==> src/rtl/scp_map.svh <==
// register map, field positions and reset values of the serial control port
`ifndef SCP_MAP_SVH
`define SCP_MAP_SVH

// mode register, the only register held inside this block
`define SCP_MODE_ADDR 7'h00
`define SCP_MODE_CHAIN_BIT 7
`define SCP_MODE_REL_BIT 6
`define SCP_MODE_PART_HI 5
`define SCP_MODE_PART_LO 4
`define SCP_MODE_REV_HI 3
`define SCP_MODE_REV_LO 0
`define SCP_MODE_CHAIN_RST 1'b0
`define SCP_MODE_REL_RST 1'b0

// command/address byte layout
`define SCP_CMD_DIR_BIT 7
`define SCP_CMD_READ 1'b1

// framing
`define SCP_BYTE_LAST 3'h7

`endif

==> src/rtl/scp_pkg.sv <==
// types of the serial control port
`default_nettype none

package scp_pkg;

  // which byte of an access is being received
  typedef enum logic [1:0] {
    SCP_PH_SEL,
    SCP_PH_CMD,
    SCP_PH_DATA
  } scp_phase_t;

endpackage : scp_pkg

`default_nettype wire

==> src/rtl/scp_sync.sv <==
// two-stage synchroniser with edge detection for pin inputs
`default_nettype none

module scp_sync #(
  parameter int W = 3
) (
  // clock and reset
  input wire logic clk_sys_in,
  input wire logic srst_in,
  // asynchronous pins
  input wire logic [W-1:0] pin_in,
  // synchronised level and one-cycle edge pulses
  output logic [W-1:0] lvl_out,
  output logic [W-1:0] rise_out,
  output logic [W-1:0] fall_out
);

  if (W < 1) begin : g_chk
    $error("scp_sync: width must be at least one");
  end

  logic [W-1:0] meta_q;
  logic [W-1:0] meta_d;
  logic [W-1:0] sync_q;
  logic [W-1:0] sync_d;
  logic [W-1:0] prev_q;
  logic [W-1:0] prev_d;

  // first stage feeds only the second stage
  always_comb begin
    meta_d = pin_in;
    sync_d = meta_q;
    prev_d = sync_q;
  end

  // idle pins read high so no false edge appears out of reset
  always_ff @(posedge clk_sys_in) begin
    if (srst_in) begin
      meta_q <= '1;
      sync_q <= '1;
      prev_q <= '1;
    end else begin
      meta_q <= meta_d;
      sync_q <= sync_d;
      prev_q <= prev_d;
    end
  end

  assign lvl_out = sync_q;
  assign rise_out = sync_q & ~prev_q;
  assign fall_out = ~sync_q & prev_q;

endmodule : scp_sync

`default_nettype wire

==> src/rtl/scp_top.sv <==
// serial control port: four-wire register access with optional daisy chain
`include "scp_map.svh"
`default_nettype none

// Notes on behaviour
// - each access is a command/address byte then one data byte
// - top bit of command byte: 1 means read, 0 means write
// - low seven bits of the command byte address the register
// - select falling edge restarts bit framing and drops a broken byte
// - read data byte is driven out on sdo, most significant bit first
// - sdo release after a read follows the release select bit (bit 6)
// - release bit 0: float on the first falling clock edge after the last bit; 1: on select rise
// - serial input is ignored during the data byte of a read
// - sdo stays floating for the whole of a write access, except after a read in the same select with release bit 1
// - data changes on falling clock edges, sampled on rising edges
// - up to eight chained devices share one select line
// - chain mode adds a leading chip-select byte to every access
// - chain device uses select byte lsb, forwards byte shifted right
// - during the select byte chain output is sdi one clock late
// - command and data bytes pass down the chain unaltered
// - indirect registers go through direct addresses 28 to 31

module scp_top
  import scp_pkg::*;
#(
  parameter logic [1:0] PART_NUMBER = 2'h0, // arbitrary value
  parameter logic [3:0] REVISION = 4'h1 // arbitrary value
) (
  // clock and reset
  input wire logic clk_sys_in,
  input wire logic srst_in,
  // serial pins
  input wire logic sclk_in,
  input wire logic cs_n_in,
  input wire logic sdi_in,
  output logic sdo_out,
  output logic sdo_oe_out,
  output logic chain_data_out,
  // register file behind the port
  output logic [6:0] reg_addr_out,
  output logic [7:0] reg_wdata_out,
  output logic reg_wr_out,
  output logic reg_rd_out,
  input wire logic [7:0] reg_rdata_in,
  // mode bits for the rest of the device
  output logic chain_mode_enable_out,
  output logic sdo_release_select_out
);

  import scp_pkg::*;

  // ****************************************************************
  // pin synchronisers
  // ****************************************************************
  logic [2:0] pin_lvl;
  logic [2:0] pin_rise;
  logic [2:0] pin_fall;

  scp_sync #(
    .W(3)
  ) u_sync (
    .clk_sys_in(clk_sys_in),
    .srst_in(srst_in),
    .pin_in({sdi_in, cs_n_in, sclk_in}),
    .lvl_out(pin_lvl),
    .rise_out(pin_rise),
    .fall_out(pin_fall)
  );

  logic sdi_s;
  logic cs_low;
  logic sck_rise;
  logic sck_fall;
  logic cs_fall;
  logic cs_rise;

  assign sdi_s = pin_lvl[2];
  assign cs_low = ~pin_lvl[1];
  assign cs_fall = pin_fall[1];
  assign cs_rise = pin_rise[1];
  assign sck_rise = pin_rise[0] & cs_low;
  assign sck_fall = pin_fall[0] & cs_low;

  // ****************************************************************
  // framing and register access
  // ****************************************************************
  scp_phase_t phase_q, phase_d;
  logic [2:0] bit_cnt_q, bit_cnt_d;
  logic [7:0] rx_q, rx_d;
  logic [7:0] rx_next;
  logic rd_q, rd_d;
  logic sel_q, sel_d;
  logic last_sdi_q, last_sdi_d;
  logic chain_en_q, chain_en_d;
  logic rel_sel_q, rel_sel_d;
  logic [7:0] tx_q, tx_d;
  logic rd_done_q, rd_done_d;
  logic sdo_q, sdo_d;
  logic sdo_oe_q, sdo_oe_d;
  logic chain_q, chain_d;
  logic [6:0] addr_q, addr_d;
  logic [7:0] wdata_q, wdata_d;
  logic wr_q, wr_d;
  logic rdp_q, rdp_d;
  logic [7:0] mode_val;
  scp_phase_t first_phase;

  assign rx_next = {rx_q[6:0], sdi_s};
  assign first_phase = chain_en_q ? SCP_PH_SEL : SCP_PH_CMD;
  assign mode_val = {chain_en_q, rel_sel_q, PART_NUMBER, REVISION};

  always_comb begin
    phase_d = phase_q;
    bit_cnt_d = bit_cnt_q;
    rx_d = rx_q;
    rd_d = rd_q;
    sel_d = sel_q;
    last_sdi_d = last_sdi_q;
    chain_en_d = chain_en_q;
    rel_sel_d = rel_sel_q;
    tx_d = tx_q;
    rd_done_d = rd_done_q;
    sdo_d = sdo_q;
    sdo_oe_d = sdo_oe_q;
    chain_d = sdi_s;
    addr_d = addr_q;
    wdata_d = wdata_q;
    wr_d = 1'b0;
    rdp_d = 1'b0;
    // external register answers in the cycle of the read strobe
    if (rdp_q) begin
      tx_d = reg_rdata_in;
    end
    if (phase_q == SCP_PH_SEL) begin
      chain_d = chain_q;
      if (sck_fall) begin
        chain_d = last_sdi_q;
      end
    end
    if (cs_fall) begin
      bit_cnt_d = 3'h0;
      // a byte cut short is a framing error: restart the access
      if (bit_cnt_q != 3'h0) begin
        phase_d = first_phase;
      end
      if (first_phase == SCP_PH_SEL && (bit_cnt_q != 3'h0 || phase_q == SCP_PH_SEL)) begin
        chain_d = 1'b0;
        last_sdi_d = 1'b0;
      end
    end else if (sck_rise) begin
      rx_d = rx_next;
      last_sdi_d = sdi_s;
      bit_cnt_d = bit_cnt_q + 3'h1;
      if (bit_cnt_q == `SCP_BYTE_LAST) begin
        unique case (phase_q)
          SCP_PH_SEL: begin
            sel_d = rx_next[0];
            phase_d = SCP_PH_CMD;
          end
          SCP_PH_CMD: begin
            rd_d = (rx_next[`SCP_CMD_DIR_BIT] == `SCP_CMD_READ);
            addr_d = rx_next[6:0];
            phase_d = SCP_PH_DATA;
            if (rx_next[`SCP_CMD_DIR_BIT] == `SCP_CMD_READ && sel_q) begin
              if (rx_next[6:0] == `SCP_MODE_ADDR) begin
                tx_d = mode_val;
              end else begin
                rdp_d = 1'b1;
              end
            end
          end
          SCP_PH_DATA: begin
            phase_d = first_phase;
            if (!chain_en_q) begin
              sel_d = 1'b1;
            end
            if (rd_q) begin
              rd_done_d = sel_q;
            end else if (sel_q) begin
              if (addr_q == `SCP_MODE_ADDR) begin
                chain_en_d = rx_next[`SCP_MODE_CHAIN_BIT];
                rel_sel_d = rx_next[`SCP_MODE_REL_BIT];
                // the next access must already be framed by the new chain setting
                phase_d = rx_next[`SCP_MODE_CHAIN_BIT] ? SCP_PH_SEL : SCP_PH_CMD;
              end else begin
                wr_d = 1'b1;
                wdata_d = rx_next;
              end
            end
          end
          default: begin
            phase_d = first_phase;
          end
        endcase
      end
    end else if (sck_fall) begin
      if (phase_q == SCP_PH_DATA && rd_q && sel_q) begin
        sdo_d = tx_q[7];
        tx_d = {tx_q[6:0], 1'b0};
        sdo_oe_d = 1'b1;
      end else if (rd_done_q && !rel_sel_q) begin
        sdo_oe_d = 1'b0;
        rd_done_d = 1'b0;
      end
    end
    if (cs_rise) begin
      sdo_oe_d = 1'b0;
      rd_done_d = 1'b0;
    end
    if (phase_q != SCP_PH_DATA && phase_d == SCP_PH_DATA && !chain_en_q) begin
      sel_d = 1'b1;
    end
  end

  always_ff @(posedge clk_sys_in) begin
    if (srst_in) begin
      phase_q <= SCP_PH_CMD;
      bit_cnt_q <= 3'h0;
      rx_q <= 8'h00;
      rd_q <= 1'b0;
      sel_q <= 1'b1;
      last_sdi_q <= 1'b0;
      chain_en_q <= `SCP_MODE_CHAIN_RST;
      rel_sel_q <= `SCP_MODE_REL_RST;
      tx_q <= 8'h00;
      rd_done_q <= 1'b0;
      sdo_q <= 1'b0;
      sdo_oe_q <= 1'b0;
      chain_q <= 1'b0;
      addr_q <= 7'h00;
      wdata_q <= 8'h00;
      wr_q <= 1'b0;
      rdp_q <= 1'b0;
    end else begin
      phase_q <= phase_d;
      bit_cnt_q <= bit_cnt_d;
      rx_q <= rx_d;
      rd_q <= rd_d;
      sel_q <= sel_d;
      last_sdi_q <= last_sdi_d;
      chain_en_q <= chain_en_d;
      rel_sel_q <= rel_sel_d;
      tx_q <= tx_d;
      rd_done_q <= rd_done_d;
      sdo_q <= sdo_d;
      sdo_oe_q <= sdo_oe_d;
      chain_q <= chain_d;
      addr_q <= addr_d;
      wdata_q <= wdata_d;
      wr_q <= wr_d;
      rdp_q <= rdp_d;
    end
  end

  // ****************************************************************
  // outputs
  // ****************************************************************
  assign sdo_out = sdo_q;
  assign sdo_oe_out = sdo_oe_q;
  assign chain_data_out = chain_q;
  assign reg_addr_out = addr_q;
  assign reg_wdata_out = wdata_q;
  assign reg_wr_out = wr_q;
  assign reg_rd_out = rdp_q;
  assign chain_mode_enable_out = chain_en_q;
  assign sdo_release_select_out = rel_sel_q;

endmodule : scp_top

`default_nettype wire

==> config.mk <==
export PLATFORM = sky130hd
export DESIGN_NAME = scp_top
export DESIGN_NICKNAME = d
export VERILOG_FILES = /design/src/rtl/scp_pkg.sv /design/src/rtl/scp_sync.sv /design/src/rtl/scp_top.sv
export VERILOG_INCLUDE_DIRS = /design/src /design/src/rtl
export SDC_FILE = /design/constraint.sdc
export NUM_CORES = 1
export LEC_CHECK = 0
export ABC_AREA = 0
export BUFFER_PORTS_ARGS = -buffer_cell sky130_fd_sc_hd__buf_2
export CAP_MARGIN = 20
export CORE_MARGIN = 4
export CORE_UTILIZATION = 50
export DETAILED_ROUTE_END_ITERATION = 16
export PLACE_DENSITY = 0.71
export SLEW_MARGIN = 20
export SYNTH_ARGS = -nofsm -noshare
export SYNTH_HDL_FRONTEND = slang
export SYNTH_SLANG_ARGS = --single-unit
==> constraint.sdc <==
create_clock -name clk_sys_in -period 2 [get_ports clk_sys_in]
set_clock_uncertainty 0.2 [all_clocks]
set_input_delay 0 -clock clk_sys_in [delete_from_list [all_inputs] [get_ports clk_sys_in]]
set_output_delay 0 -clock clk_sys_in [all_outputs]
set_load 0.005 [all_outputs]
==> metrics.md <==
| Metric | Value |
|---|---|
| Gate Count Post-Synth | approximately 250 |
| TritonCTS clock tree | done |
| Vias | 2002 |
| Worst hold slack | approximately 0.21 ns |
| Worst Hold Class | in -> reg |
| Routed WL | 5.28 mm |
| Wirelength per Cell | ~14 um |
| WP buf/inv | 3 |
| I/O pins | 35 |
| Worst path cell trace | ha_4, ha_4, nand4bb_1, buf_6, nor4b_4, buf_4, buf_6, mux2i_1, nor2_1 |
| Worst-path clk slew | 0.10 ns |
| Startpoint Class | flip-flop |
| Max_cap viols | 0 |
| GRT Max-Usage Layer | met2 |
| Area grow syn2layout | 30.6% |
| Routability congestion estimate | ~0.86 |
| Main synth FF type | dfxtp_1 |
| Hold wc startpoint | sclk_in |
| Avg Inst Size Synth | 9.19 um^2 |
| Final hold violations | 0 |
| PwrDens | approximately 580 nW/um^2 |
| Root Buffer | clkbuf_8 |
| Ys async rst share | 0 |
| Cell Area, Synth | roughly 2300 um^2 |
| Net count, final | 338 |
| Largest net degree at the start of global routing | 25 |
| Crit path max fanout | 8 |
| Seq/Total Area, Yosys | 0.469 |
| Skew-Pair Late Insertion Delay | about 0.31 ns |
| IO Port Bufs | 34 |
| Tmin final | approximately 2 ns |
| Crit path from | bit_cnt_q[0] |
| Post-synth EDFFs | 0 |
| Dpl ws | -0.0495 ns |
| Crit-path slowest cell | dfxtp_2 |
| Core ar. | about 4400 um^2 |
| Setup violators final | 2 |
| Gr usage total | 0.181 |
| Most area-hungry cell type in the Yosys netlist | dfxtp_1 |
| Final routed DRC violation total | 0 |
| DR iter-0 viols | 178 |
| Slew headroom | 0.722 |
| CP Data Required Time | about 2 ns |
| Max incr delay on CP | ~0.36 ns |
| Fmax | roughly 500 MHz |
| CP top delay family | buffers and inverters |
| RSZ-0062 raised after global routing | yes |
| Worst vdd ir | 0.000434 V |
| Final WS setup | -0.00731 ns |
| Net Count, Synth | about 270 |
| Post-DP HPWL | approximately 3.6 mm |
| Met1 Resource Use GR | 0.265 |
| Vias in the first global route | roughly 1900 |
| Top cell type's share of synthesized area | 0.469 |
| Synth unique cells | 35 |
| Initial antenna violation count | 0 |
| Cts bufs inserted | 5 |
| Yosys warning count | 0 |
| Die width | around 76 um |
| First-pass GRT wire length | 8.83 mm |
| Layout cell share with drive strength beyond 1 | 0.319 |
| First-pass detailed-route iteration total | 4 |
| CTS max path bufs | 2 |
| Die ar. | 5770 um^2 |
| Number of clock sinks | between 50 and 60 |
| Setup TNS | -0.00891 ns |
| Outcome | finished, violations left |
| Mean number of vias per cell | 5.34 |
| CTS H-tree lvls | 2 |
| Grt total ovfl | 0 |
| Met3 Track Usage GR | 0.0308 |
| GR Layer Usage met2 | 0.274 |
| #FFs+latches synth | 54 |
| Leak pwr | 1.19 nW |
| Initial core utilization | 0.523 |
| Top cells by count, synth | dfxtp_1 (54), nand2_1 (35), nor2_1 (25) |
| Most numerous cell in the Yosys netlist | dfxtp_1 |
| Worst EP arrival | approximately 2 ns |
| Row Count | 24 |
| CP endpoint kind | flip-flop |
| Worst-Margin Slew | between 0.4 and 0.5 ns |
| Failing checks | setup timing |
| Die Y | between 70 and 80 um |
| Fin. max-slew vios | 0 |
| R2R Path Start | bit_cnt_q[0] |
| Top cells by area, synth | dfxtp_1 (47%), mux2i_1 (9.1%), nand2_1 (5.7%) |
| Diodes inserted | 0 |
| Final ANT Viol Nets | 0 |
| Overall power | 1.75 mW |
| CP Class | reg -> reg |
| Part of the cycle the worst path needs | 1.00 |
cell type report:
type	count	area [um^2]
Fill cell	353	1400
Clock inverter	2	13.8
Multi-Input combinational cell	177	1200
Timing Repair Buffer	79	558
Tap cell	52	65.1
Sequential cell	54	1080
Clock buffer	6	72.6
Inverter	5	18.8
per-layer routing:
metal  vias up  routed length (um)
met4         0                  28
met2        42                2470
met3         4                 183
met1       944                2600
met5         -                   0
li1       1012                   -
repair_timing:
| action | CTS | global route |
|---|---|---|
| hold buffers | 12 | 0 |
| gates resized for setup | 4 | 13 |
| pin swaps | 2 | 2 |
| endpoints found under the hold margin | 15 | 0 |
| buffers inserted | 0 | 3 |
| setup endpoints to repair | 10 | 23 |
| cloned | 0 | 1 |
flip-flops by register name, summed over array words and instances (netlist names):
name	cells
u_sync.prev_q	2
sdo_oe_out	1
sdo_release_select_out	1
bit_cnt_q	3
sel_q	1
tx_q	8
u_sync.lvl_out	3
rd_done_q	1
reg_rd_out	1
sdo_out	1
rx_q	7
phase_q	2
chain_data_out	1
rd_q	1
last_sdi_q	1
reg_wdata_out	8
reg_wr_out	1
u_sync.meta_q	3
reg_addr_out	7
chain_mode_enable_out	1
path summary, 6_finish.rpt:
| check | slack [ns] | to | depth (start not counted) |
|---|---|---|---|
| worst min-delay path | 0.21 | u_sync.meta_q[0] | 3 |
| worst max register to register | -0.007 | reg_addr_out[4] | 9 |
| worst min register to register | 0.21 | u_sync.lvl_out[1] | 1 |
| worst max-delay path | -0.007 | reg_addr_out[4] | 9 |
metrics by stage:
stage,instance area (um^2),std cells,utilization
CTS,2930,371,0.664
global placement,2710,351,0.614
detailed placement,2710,351,0.614
floorplan,2310,251,-
global route,3010,375,0.683
finish,3010,375,0.683
cell families (layout without fill, tap and decap cells):
family	Yosys count	count (layout)	synth area share
AND/OR/NAND/NOR	108	108	0.245
flip-flops	54	54	0.469
AO/OA/AOI/OAI	35	35	0.0922
multiplexers	30	30	0.135
buffers and inverters	20	92	0.0390
adder cells (fa/ha/maj)	3	3	0.0163
XOR/XNOR	1	1	0.00380
placed cells by master, fill, tap and decap left out, types with 2 or more instances in the layout:
cell type	count
dfxtp_1	52
nand2_1	35
buf_2	34
buf_4	30
nor2_1	25
a21oi_1	23
mux2i_1	21
dlygate4sd3_1	12
mux2_2	9
or2_2	8
nand3_1	8
inv_1	5
clkbuf_8	5
nor4_1	4
nor2b_1	4
o21ai_0	4
nand2b_1	3
a31oi_1	3
o211ai_1	3
nand4b_1	2
or4_1	2
nor3b_1	2
ha_4	2
dfxtp_2	2
buf_6	2
where the power goes:
part	leakage [nW]	switching (mW)	total [mW]	internal, mW
Sequential	0.438	0.00440	1.09	1.08
Combinational	0.707	0.0366	0.0772	0.0406
Clock	0.0452	0.343	0.591	0.248
Total	1.19	0.384	1.75	1.37
worst min-delay path, delay by kind of cell:
| family | cells | cell delay (ns) |
|---|---|---|
| buf+inv | 2 | 0.61 |
| simple gates | 1 | 0.08 |
(Power assumes the default switching activity.)
